[config.mk]
export PLATFORM = sky130hd
export DESIGN_NAME = pbm_port_b_mux
export DESIGN_NICKNAME = d
export VERILOG_FILES = /design/src/pbm_pkg.sv /design/src/pbm_pin_ctl.sv /design/src/pbm_port_b_mux.sv
export SDC_FILE = /design/constraint.sdc
export NUM_CORES = 1
export LEC_CHECK = 0
export BUFFER_PORTS_ARGS = -buffer_cell sky130_fd_sc_hd__buf_2
export CAP_MARGIN = 25
export CORE_MARGIN = 1
export CORE_UTILIZATION = 51
export DETAILED_ROUTE_END_ITERATION = 6
export PLACE_DENSITY = 0.8
export SYNTH_ARGS = -nofsm -noshare
export SYNTH_HDL_FRONTEND = slang
export SYNTH_SLANG_ARGS = --single-unit
[constraint.sdc]
create_clock -name clk_sys_i -period 1.6 [get_ports clk_sys_i]
set_input_delay 0.08 -clock clk_sys_i [delete_from_list [all_inputs] [get_ports clk_sys_i]]
set_output_delay 0.08 -clock clk_sys_i [all_outputs]
set_load 0.05 [all_outputs]
[src/pbm_pkg.sv]
// shared constants for the port b alternate function mux
package pbm_pkg;

  // pin count of the port
  localparam int unsigned PBM_PIN_NUM = 8;

  // pin positions and their alternate roles
  localparam int unsigned PBM_PIN_CAPT = 0;  // capture in, divided clock
  localparam int unsigned PBM_PIN_CMPA = 1;  // timer1 compare a
  localparam int unsigned PBM_PIN_SSEL = 2;  // slave select, timer1 cmp b
  localparam int unsigned PBM_PIN_MOSI = 3;  // mosi, timer2 compare a
  localparam int unsigned PBM_PIN_MISO = 4;
  localparam int unsigned PBM_PIN_SCK  = 5;
  localparam int unsigned PBM_PIN_OSCI = 6;  // oscillator input
  localparam int unsigned PBM_PIN_OSCO = 7;  // oscillator output

  // values after reset
  localparam logic [7:0] PBM_VEC_RST    = 8'h00;
  localparam logic       PBM_BIT_RST    = 1'b0;
  localparam logic [7:0] PBM_SYNC_RST   = 8'h00;
  // pins with the input buffer enabled while held in reset: none
  localparam logic [7:0] PBM_DIEN_RST   = 8'h00;

  // pull-up enable pattern for {dir, out, disable} without override
  localparam logic [2:0] PBM_PULL_PATTERN = 3'h2;

  // cycles from a pad change to the synchronised input
  localparam int unsigned PBM_SYNC_CYCLES = 2;
  // cycles from a control change to the pad outputs
  localparam int unsigned PBM_CTRL_CYCLES = 1;

endpackage : pbm_pkg

[src/pbm_pin_ctl.sv]
// one pin's override combination of pull-up, driver, value and input enable
`timescale 1ns/10ps
module pbm_pin_ctl
  import pbm_pkg::*;
(
  // port register bits
  input  wire logic dir_bit_i,
  input  wire logic out_bit_i,
  input  wire logic global_pullup_disable_i,
  input  wire logic sleep_clamp_i,
  // overrides from the alternate function
  input  wire logic pullup_override_en_i,
  input  wire logic pullup_override_val_i,
  input  wire logic dir_override_en_i,
  input  wire logic dir_override_val_i,
  input  wire logic value_override_en_i,
  input  wire logic value_override_val_i,
  input  wire logic din_enable_override_en_i,
  input  wire logic din_enable_override_val_i,
  // resulting pin controls
  output logic      pullup_o,
  output logic      drive_en_o,
  output logic      drive_val_o,
  output logic      din_en_o
);

  always_comb begin
    if (pullup_override_en_i) begin
      pullup_o = pullup_override_val_i;
    end else begin
      pullup_o = ({dir_bit_i, out_bit_i, global_pullup_disable_i}
                  == PBM_PULL_PATTERN);
    end
    drive_en_o  = dir_override_en_i ? dir_override_val_i
                                    : dir_bit_i;
    // value only reaches the pad while the driver is on
    drive_val_o = value_override_en_i ? value_override_val_i
                                      : out_bit_i;
    din_en_o    = din_enable_override_en_i ? din_enable_override_val_i
                                           : ~sleep_clamp_i;
  end

endmodule : pbm_pin_ctl

[src/pbm_port_b_mux.sv]
// port b alternate function mux: overrides, pad drive and read-back
`timescale 1ns/10ps
module pbm_port_b_mux
  import pbm_pkg::*;
(
  // clock and reset
  input  wire logic       clk_sys_i,
  input  wire logic       srst_i,
  // port registers
  input  wire logic [7:0] dir_bits_i,
  input  wire logic [7:0] out_bits_i,
  input  wire logic       global_pullup_disable_i,
  input  wire logic       sleep_clamp_i,
  // clock source and fuses
  input  wire logic       internal_rc_selected_i,
  input  wire logic       external_clock_selected_i,
  input  wire logic       async_timer_clock_select_i,
  input  wire logic       external_clock_select_i,
  input  wire logic       clock_output_fuse_i,
  input  wire logic       divided_clock_out_i,
  // pin change
  input  wire logic       port_b_pinchange_group_en_i,
  input  wire logic [7:0] pinchange_mask_i,
  // spi
  input  wire logic       spi_enable_bit_i,
  input  wire logic       spi_master_select_i,
  input  wire logic       spi_sck_out_i,
  input  wire logic       spi_master_out_i,
  input  wire logic       spi_slave_out_i,
  // timer compare outputs
  input  wire logic       timer2_compare_a_en_i,
  input  wire logic       timer2_compare_a_out_i,
  input  wire logic       timer1_compare_a_en_i,
  input  wire logic       timer1_compare_a_out_i,
  input  wire logic       timer1_compare_b_en_i,
  input  wire logic       timer1_compare_b_out_i,
  // pads
  input  wire logic [7:0] pad_in_i,
  output logic      [7:0] pad_out_o,
  output logic      [7:0] pad_oe_o,
  output logic      [7:0] pad_pullup_o,
  output logic      [7:0] pad_din_en_o,
  // register read-back
  output logic      [7:0] dir_read_o,
  output logic      [7:0] out_read_o,
  output logic      [7:0] in_read_o,
  // inputs to peripherals
  output logic            spi_sck_in_o,
  output logic            spi_master_in_o,
  output logic            spi_slave_in_o,
  output logic            spi_slave_select_n_o,
  output logic            spi_slave_active_o,
  output logic            timer1_capture_in_o,
  output logic      [7:0] pinchange_in_o,
  // oscillator claims on pins 6 and 7
  output logic            osc_input_pin_o,
  output logic            osc_output_pin_o,
  output logic            timer_osc_input_o,
  output logic            timer_osc_output_o
);

  typedef struct packed {
    logic [7:0] sync1;
    logic [7:0] sync2;
    logic [7:0] pad_out;
    logic [7:0] pad_oe;
    logic [7:0] pad_pull;
    logic [7:0] pad_dien;
    logic [7:0] dir_rd;
    logic [7:0] out_rd;
    logic [7:0] in_rd;
    logic       sck_in;
    logic       mst_in;
    logic       slv_in;
    logic       ss_n;
    logic       slv_act;
    logic       capt;
    logic [7:0] pcint;
    logic       osc_in;
    logic       osc_out;
    logic       tosc_in;
    logic       tosc_out;
  } pbm_state_t;

  pbm_state_t s_q;
  pbm_state_t s_d;

  // override vectors, one bit per pin
  logic [7:0] pullup_override_en;
  logic [7:0] pullup_override_val;
  logic [7:0] dir_override_en;
  logic [7:0] dir_override_val;
  logic [7:0] value_override_en;
  logic [7:0] value_override_val;
  logic [7:0] din_enable_override_en;
  logic [7:0] din_enable_override_val;

  // per-pin results
  logic [7:0] pull;
  logic [7:0] drv_en;
  logic [7:0] drv_val;
  logic [7:0] din_en;
  logic [7:0] din;
  logic [7:0] claim;

  // mode terms
  logic spi_slave;
  logic spi_master;
  logic osc7;
  logic osc6;
  logic pc_grp;
  logic pullup_allow;

  assign spi_slave  = spi_enable_bit_i & ~spi_master_select_i;
  assign spi_master = spi_enable_bit_i & spi_master_select_i;
  assign pc_grp     = port_b_pinchange_group_en_i;
  assign pullup_allow = ~global_pullup_disable_i;

  // chip oscillator on pin 7, or timer oscillator
  assign osc7 = (~internal_rc_selected_i & ~external_clock_selected_i)
              | async_timer_clock_select_i;
  assign osc6 = ~internal_rc_selected_i
              | async_timer_clock_select_i;

  // pin 7
  assign pullup_override_en[7]      = osc7;
  assign pullup_override_val[7]     = 1'b0;
  assign dir_override_en[7]         = osc7;
  assign dir_override_val[7]        = 1'b0;
  assign value_override_en[7]       = 1'b0;
  assign value_override_val[7]      = 1'b0;
  assign din_enable_override_en[7]  = osc7 | (pinchange_mask_i[7] & pc_grp);
  assign din_enable_override_val[7] = (internal_rc_selected_i
      | external_clock_selected_i)
      & ~async_timer_clock_select_i;

  // pin 6
  assign pullup_override_en[6]      = osc6;
  assign pullup_override_val[6]     = 1'b0;
  assign dir_override_en[6]         = osc6;
  assign dir_override_val[6]        = 1'b0;
  assign value_override_en[6]       = 1'b0;
  assign value_override_val[6]      = 1'b0;
  assign din_enable_override_en[6]  = internal_rc_selected_i
      | async_timer_clock_select_i
      | (pinchange_mask_i[6] & pc_grp);
  assign din_enable_override_val[6] = internal_rc_selected_i
      & ~async_timer_clock_select_i;

  // pin 5: spi clock
  assign pullup_override_en[5]      = spi_slave;
  assign pullup_override_val[5]     = out_bits_i[5] & pullup_allow;
  assign dir_override_en[5]         = spi_slave;
  assign dir_override_val[5]        = 1'b0;
  assign value_override_en[5]       = spi_master;
  assign value_override_val[5]      = spi_sck_out_i;
  assign din_enable_override_en[5]  = pinchange_mask_i[5] & pc_grp;
  assign din_enable_override_val[5] = 1'b1;

  // pin 4: miso
  assign pullup_override_en[4]      = spi_master;
  assign pullup_override_val[4]     = out_bits_i[4] & pullup_allow;
  assign dir_override_en[4]         = spi_master;
  assign dir_override_val[4]        = 1'b0;
  assign value_override_en[4]       = spi_slave;
  assign value_override_val[4]      = spi_slave_out_i;
  assign din_enable_override_en[4]  = pinchange_mask_i[4] & pc_grp;
  assign din_enable_override_val[4] = 1'b1;

  // pin 3: mosi, timer2 compare; spi master output takes priority
  assign pullup_override_en[3]      = spi_slave;
  assign pullup_override_val[3]     = out_bits_i[3] & pullup_allow;
  assign dir_override_en[3]         = spi_slave;
  assign dir_override_val[3]        = 1'b0;
  assign value_override_en[3]       = spi_master
      | timer2_compare_a_en_i;
  assign value_override_val[3]      = spi_master ? spi_master_out_i
      : timer2_compare_a_out_i;
  assign din_enable_override_en[3]  = pinchange_mask_i[3] & pc_grp;
  assign din_enable_override_val[3] = 1'b1;

  // pin 2: slave select, timer1 compare b
  assign pullup_override_en[2]      = spi_slave;
  assign pullup_override_val[2]     = out_bits_i[2] & pullup_allow;
  assign dir_override_en[2]         = spi_slave;
  assign dir_override_val[2]        = 1'b0;
  assign value_override_en[2]       = timer1_compare_b_en_i;
  assign value_override_val[2]      = timer1_compare_b_out_i;
  assign din_enable_override_en[2]  = pinchange_mask_i[2] & pc_grp;
  assign din_enable_override_val[2] = 1'b1;

  // pin 1: timer1 compare a
  assign pullup_override_en[1]      = 1'b0;
  assign pullup_override_val[1]     = 1'b0;
  assign dir_override_en[1]         = 1'b0;
  assign dir_override_val[1]        = 1'b0;
  assign value_override_en[1]       = timer1_compare_a_en_i;
  assign value_override_val[1]      = timer1_compare_a_out_i;
  assign din_enable_override_en[1]  = pinchange_mask_i[1] & pc_grp;
  assign din_enable_override_val[1] = 1'b1;

  // pin 0: capture input, divided clock output
  assign pullup_override_en[0]      = 1'b0;
  assign pullup_override_val[0]     = 1'b0;
  assign dir_override_en[0]         = clock_output_fuse_i;
  assign dir_override_val[0]        = 1'b1;
  assign value_override_en[0]       = clock_output_fuse_i;
  assign value_override_val[0]      = divided_clock_out_i;
  assign din_enable_override_en[0]  = pinchange_mask_i[0] & pc_grp;
  assign din_enable_override_val[0] = 1'b1;

  // clock pins read back as zero
  assign claim = {osc7, osc6, 6'h00};

  genvar gi;
  generate
    for (gi = 0; gi < PBM_PIN_NUM; gi++) begin : g_pin
      pbm_pin_ctl u_pin (
        .dir_bit_i                 (dir_bits_i[gi]),
        .out_bit_i                 (out_bits_i[gi]),
        .global_pullup_disable_i   (global_pullup_disable_i),
        .sleep_clamp_i             (sleep_clamp_i),
        .pullup_override_en_i      (pullup_override_en[gi]),
        .pullup_override_val_i     (pullup_override_val[gi]),
        .dir_override_en_i         (dir_override_en[gi]),
        .dir_override_val_i        (dir_override_val[gi]),
        .value_override_en_i       (value_override_en[gi]),
        .value_override_val_i      (value_override_val[gi]),
        .din_enable_override_en_i  (din_enable_override_en[gi]),
        .din_enable_override_val_i (din_enable_override_val[gi]),
        .pullup_o                  (pull[gi]),
        .drive_en_o                (drv_en[gi]),
        .drive_val_o               (drv_val[gi]),
        .din_en_o                  (din_en[gi])
      );
    end
  endgenerate

  // disabled inputs are clamped low
  assign din = s_q.sync2 & din_en;

  always_comb begin
    s_d          = s_q;
    s_d.sync1    = pad_in_i;
    s_d.sync2    = s_q.sync1;
    s_d.pad_oe   = drv_en;
    // a released driver shows a low value
    s_d.pad_out  = drv_val & drv_en;
    s_d.pad_pull = pull & ~drv_en;
    s_d.pad_dien = din_en;
    s_d.dir_rd   = dir_bits_i & ~claim;
    s_d.out_rd   = out_bits_i & ~claim;
    s_d.in_rd    = din & ~claim;
    s_d.sck_in   = din[PBM_PIN_SCK];
    s_d.mst_in   = spi_master & din[PBM_PIN_MISO];
    s_d.slv_in   = spi_slave & din[PBM_PIN_MOSI];
    s_d.ss_n     = din[PBM_PIN_SSEL];
    s_d.slv_act  = spi_slave & ~din[PBM_PIN_SSEL];
    s_d.capt     = din[PBM_PIN_CAPT];
    s_d.pcint    = din & pinchange_mask_i;
    s_d.osc_in   = ~internal_rc_selected_i
                 & ~async_timer_clock_select_i;
    s_d.osc_out  = ~internal_rc_selected_i & ~external_clock_selected_i
                 & ~async_timer_clock_select_i;
    s_d.tosc_in  = async_timer_clock_select_i;
    s_d.tosc_out = async_timer_clock_select_i
                 & ~external_clock_select_i;
    if (srst_i) begin
      s_d.sync1    = PBM_SYNC_RST;
      s_d.sync2    = PBM_SYNC_RST;
      s_d.pad_out  = PBM_VEC_RST;
      s_d.pad_oe   = PBM_VEC_RST;
      s_d.pad_pull = PBM_VEC_RST;
      s_d.pad_dien = PBM_DIEN_RST;
      s_d.dir_rd   = PBM_VEC_RST;
      s_d.out_rd   = PBM_VEC_RST;
      s_d.in_rd    = PBM_VEC_RST;
      s_d.sck_in   = PBM_BIT_RST;
      s_d.mst_in   = PBM_BIT_RST;
      s_d.slv_in   = PBM_BIT_RST;
      s_d.ss_n     = ~PBM_BIT_RST;
      s_d.slv_act  = PBM_BIT_RST;
      s_d.capt     = PBM_BIT_RST;
      s_d.pcint    = PBM_VEC_RST;
      s_d.osc_in   = PBM_BIT_RST;
      s_d.osc_out  = PBM_BIT_RST;
      s_d.tosc_in  = PBM_BIT_RST;
      s_d.tosc_out = PBM_BIT_RST;
      // divided clock keeps running through reset
      s_d.pad_oe[PBM_PIN_CAPT]  = clock_output_fuse_i;
      s_d.pad_out[PBM_PIN_CAPT] = clock_output_fuse_i
                                & divided_clock_out_i;
    end
  end

  always_ff @(posedge clk_sys_i) begin
    s_q <= s_d;
  end

  assign pad_out_o            = s_q.pad_out;
  assign pad_oe_o             = s_q.pad_oe;
  assign pad_pullup_o         = s_q.pad_pull;
  assign pad_din_en_o         = s_q.pad_dien;
  assign dir_read_o           = s_q.dir_rd;
  assign out_read_o           = s_q.out_rd;
  assign in_read_o            = s_q.in_rd;
  assign spi_sck_in_o         = s_q.sck_in;
  assign spi_master_in_o      = s_q.mst_in;
  assign spi_slave_in_o       = s_q.slv_in;
  assign spi_slave_select_n_o = s_q.ss_n;
  assign spi_slave_active_o   = s_q.slv_act;
  assign timer1_capture_in_o  = s_q.capt;
  assign pinchange_in_o       = s_q.pcint;
  assign osc_input_pin_o      = s_q.osc_in;
  assign osc_output_pin_o     = s_q.osc_out;
  assign timer_osc_input_o    = s_q.tosc_in;
  assign timer_osc_output_o   = s_q.tosc_out;

endmodule : pbm_port_b_mux
After elaboration in Yosys (flattened, before gate mapping). Index checks and enable logic that the tools add are counted.

Flip-flop bits (word level): 90. Latch bits: 0. Memory bits (writable): 0. ROM bits: 0. Bits of input ports: 54. Output and inout bits: 74. Logic and storage cells: 107. Memories: 0.

Add/subtract/negate cells: 0. Multiply operators: 0. Div/mod/pow operators: 0. $lt $le $gt $ge: 0. Eq/ne operators: 8. Shift operators: 0. Mux-type cells: 29. Bitwise gates (word level): 48. Reduce and logical (&&, ||, !) cells: 0.

Operators by type and width (number): 2-to-1 mux 67 bit (1); AND 8 bit (7); 2-to-1 mux 1 bit (28); AND 1 bit (24); equality test 3 x 2 -> 1 bit, second input constant (8); NOT 8 bit (2); NOT 1 bit (8); bitwise OR 1 bit (7).

Logic depth before layout (Yosys ltp).
Depth in word-level cells: 9. Gate-level depth with buffers: 3. Depth with buffers taken out: 2.

Cells and area by module. A second synthesis with hierarchy kept.

Cells, all modules: 348. Area total of the unflattened synthesis: 3480.8 um2.

By module, submodules not included: pbm_port_b_mux (times used 1, cells an instance 284, area each 3060.4 um2, seq. area each 1761.7 um2); pbm_pin_ctl (times used 8, cells an instance 8, area each 52.6 um2, seq. area each 0.0 um2).

Worst setup path after synthesis. No wires, ideal clock.

Path type: flip-flop to output port. Start: reg s_q, in the netlist in_read_o[0]. End: out in_read_o[0]. Arrival: 0.894 ns. Required time: 1.520 ns. Path slack: 0.626 ns. Cell stages (with the launch flop): 2. Path buffers: 1. Cell sequence: dfxtp_1 -> buf_4.

RTL lines: from (decl) (line pbm_port_b_mux.sv:85) `pbm_state_t s_q;`; from (signal assigned) (line pbm_port_b_mux.sv:297) `s_q <= s_d;`; to (decl) (line pbm_port_b_mux.sv:46) `output logic [7:0] in_read_o,`.

No word-level cell between the ends.

Worst setup path after layout.
Start: in dir_bits_i[5]. End: reg s_q, in the netlist pad_pullup_o[5].

Word-level cells in the longest chain between the ends: 3. Elaborated cells on any way between the ends: 5. Those cells by class: 1 x eq/ne; 2 x mux; 2 x bitwise.

Ends and longest elaborated chain: from (decl) (line pbm_port_b_mux.sv:10) `input wire logic [7:0] dir_bits_i,`; equality test 3 x 2 -> 1 bit or 2-to-1 mux 1 bit (tied branches) (line pbm_pin_ctl.sv:32, pbm_pin_ctl.sv:34); 2-to-1 mux 1 bit or NOT 8 bit (tied branches) (line pbm_pin_ctl.sv:28, pbm_port_b_mux.sv:249); AND 8 bit (*) (line pbm_port_b_mux.sv:249) `s_d.pad_pull = pull & ~drv_en;`.

Mark *: on every way between the ends. The rest lies on a longest branch, timed or not. A chain may end at the register's enable or synchronous reset.

==> run_results.csv <==
group,metric,value,unit
die,initial_utilization,0.544,
logic_synthesis,synthTopCellsByArea,"dfxtp_1 (55%), buf_4 (16%), nor2b_1 (5.1%)",
logic_synthesis,ys_seq_area_frac,0.554,
sta,rsz0062_at_grt,"false",
detailed_routing,wl,5860,um
setup_path,cpPeakStageDelay,620,ps
die,dieArea,6330,um2
detailed_routing,post-route-drc-count,0,
finish,diodes,0,
logic_synthesis,synth_warnings,0,
placed_design,hpwl,4000,um
logic_synthesis,yosysTopAreaCell,"dfxtp_1",
setup_path,path_buf_inv,3,
setup_path,worst-path-stages,4,
finish,area_growth,24.6,%
detailed_routing,avgRoutedWirePerCell,12.5,um
logic_synthesis,synth_most_common_cell,"dfxtp_1",
clock_network,cts.sinks,85,
power,vdd_ir_drop_max,707,uV
detailed_routing,ant_nets,0,
global_routing,antenna_found_initial,0,
clock_network,clockBufferDepth,2,
global_routing,grt_pass1_wl,9380,um
detailed_routing,drtPass1Iterations,6,
sta,worst_slew_pin_slew,573,ps
clock_network,clk_pin_slew,80,ps
sta,setup_ws,88.5,ps
logic_synthesis,synthesis.area,3070,um2
setup_path,slowest_stage,"dlygate4sd3_1",
power,pwr-share-clk,0.331,
logic_synthesis,ys.flop_type,"dfxtp_1",
sta,fin_crit_sh,0.945,
sta,finClkSkew,7.19,ps
die,coreArea,5640,um2
sta,fin_setup_tns,0,ps
die,floorplan.die.height,79.6,um
sta,slew_viol_final,0,
logic_synthesis,ys_types,34,
detailed_routing,drt_iter0_markers,74,
power,switching_power,0.00109,W
global_routing,grt_pass1_vias,2107,
logic_synthesis,synth-compound-area-share,0.0783,
logic_synthesis,avgSynthCellArea,10.5,um2
clock_network,clock_latency,330,ps
setup_path,worstPathRequired,1880,ps
detailed_routing,vias_per_cell,4.60,
logic_synthesis,yosys.area_share.adder,0,
finish,layout-drive-gt1-share,0.369,
worst_hold_path,hold_path_class,"input port to register",
setup_path,crit_type,"input port to register",
finish,nets,449,
logic_synthesis,synth_top_family_by_area,"buffers and inverters",
setup_path,crit_path_end_kind,"register",
placed_design,dp_cells,419,
setup_path,arrival,1790,ps
detailed_routing,num_vias,2164,
clock_network,cts_tree,"built",
setup_path,cp_top_family,"buffers and inverters",
global_routing,grt_overflow,0,
logic_synthesis,synthMuxAreaShare,0.00978,
logic_synthesis,synth_common_cells,"dfxtp_1 (85), buf_4 (65), nor2b_1 (25), nor2_1 (15), inv_1 (14)",
power,power_frac_comb,0.146,
run_status,run_status,"completed",
setup_path,crit_path_cell_trace,"dlygate4sd3_1 > buf_2 > a2111oi_0 > dlygate4sd3_1",
logic_synthesis,synth_xor_area_frac,0,
power,p_per_area,1110,nW/um2
setup_path,cp_common_cell,"dlygate4sd3_1",
sta,maxSlewHeadroom,0.616,
logic_synthesis,synthCells,293,
clock_network,htreeDepth,3,
run,drv_cap,0,
sta,fmax,662,MHz
power,swShare,0.257,
logic_synthesis,synthArstFlopShare,0,
power,intPower,0.00315,W
setup_path,r2r_setup_slack,880,ps
logic_synthesis,synth-simple-area-share,0.163,
logic_synthesis,synthesis.nets,347,
sta,fin_crit,1510,ps
clock_network,cts-root-buf,"clkbuf_8",
placed_design,portBuffers,127,
die,die_w,79.6,um
global_routing,grt_max_degree,37,
global_routing,grt_usage,0.198,
setup_path,reg2regPathDepth,2,
logic_synthesis,ys_seq_elements,85,
setup_path,crit_path_start_kind,"input port",
sta,finalHoldViolCount,0,
placed_design,pre_cts_ws,537,ps
die,io_pins,128,
power,leakagePower,1.87,nW
worst_hold_path,min_path_cells,3,
sta,hold_slack,29.6,ps
clock_network,cts_inserted_buffers,9,
setup_path,crit_fanout,2,
sta,finalSetupViolations,0,
placed_design,gp_congestion,0.798,
logic_synthesis,synth_top_area_share,0.554,
finish,finalNonFillerCells,470,
logic_synthesis,synth_edf_count,0,
die,rows,27,
power,p_seq_frac,0.523,
-- per-layer routing --
layer	wire length (um)	part of all wire	vias to the layer above	global-route usage
met5	0	0	-	0
li1	-	-	1101	-
met2	3050	0.52	71	0.350
met3	308	0.053	16	0.0423
met1	2350	0.40	976	0.218
met4	146	0.025	0	0.109
-- stage by stage --
stage / cell area, um2 / utilization / total power, W
2_1_floorplan: 3070 / - / 0.00273
3_3_place_gp: 3270 / 0.579 / 0.00281
3_5_place_dp: 3270 / 0.579 / 0.00282
4_1_cts: 3820 / 0.677 / 0.00428
5_1_grt: 3820 / 0.678 / 0.00443
6_report: 3820 / 0.678 / 0.00424
-- layout by cell type, fill, tap and decap left out, types with 7 or more instances in the layout --
cell           instances
nor2b_1               25
a21oi_1                7
buf_2                127
dfxtp_1               85
nor2_1                15
dlygate4sd3_1         37
nand2_1               11
clkbuf_8              10
a211oi_1               8
inv_1                 14
-- power groups by stage --
stage / Combinational (W) / Sequential (W) / Clock, W
global placement: 0.000542 / 0.00227 / 0
finish: 0.000619 / 0.00222 / 0.00140
floorplan: 0.000439 / 0.00229 / 0
detailed placement: 0.000551 / 0.00227 / 0
CTS: 0.000618 / 0.00222 / 0.00145
global route: 0.000663 / 0.00223 / 0.00154
-- area by class of cell --
type,count,area (um2)
Clock buffer,12,145
Multi-Input combinational cell,119,778
Timing Repair Buffer,166,1020
Clock inverter,2,35.0
Tap cell,72,90.1
Inverter,14,52.6
Fill cell,433,1820
Sequential cell,85,1700
-- worst min-delay path, stage by stage --
cell and delay (ps):
buf_2 90, mux2i_1 60, nor2b_1 100
-- path summary, 6_finish.rpt --
kind | startpoint | end
min reg2reg | s_q[74]$_SDFF_PP0_ | in_read_o[0]$_SDFF_PP0_
min | timer1_compare_a_out_i | pad_out_o[1]$_SDFF_PP0_
max | dir_bits_i[5] | pad_pullup_o[5]$_SDFF_PP0_
max reg2reg | s_q[81]$_SDFF_PP0_ | in_read_o[7]$_SDFF_PP0_
-- registers in the layout, summed over array words and instances (netlist names), 7 cells and up --
register / flops
in_read_o: 8
s_q: 16
pinchange_in_o: 8
out_read_o: 8
pad_out_o: 8
pad_oe_o: 7
pad_pullup_o: 8
pad_din_en_o: 8
-- timing repair --
item,4_1_cts,5_1_grt
setup buffers,0,0
endpoints found under the setup margin,0,1
hold buffers,37,0
gates resized for setup,0,1
endpoints found under the hold margin,40,0
-- kinds of logic after synthesis --
group	Yosys count
compound gates	30
buf+inv	89
flops	85
mux	3
simple gates	86
No activity file was read; power rests on OpenSTA's default activity.
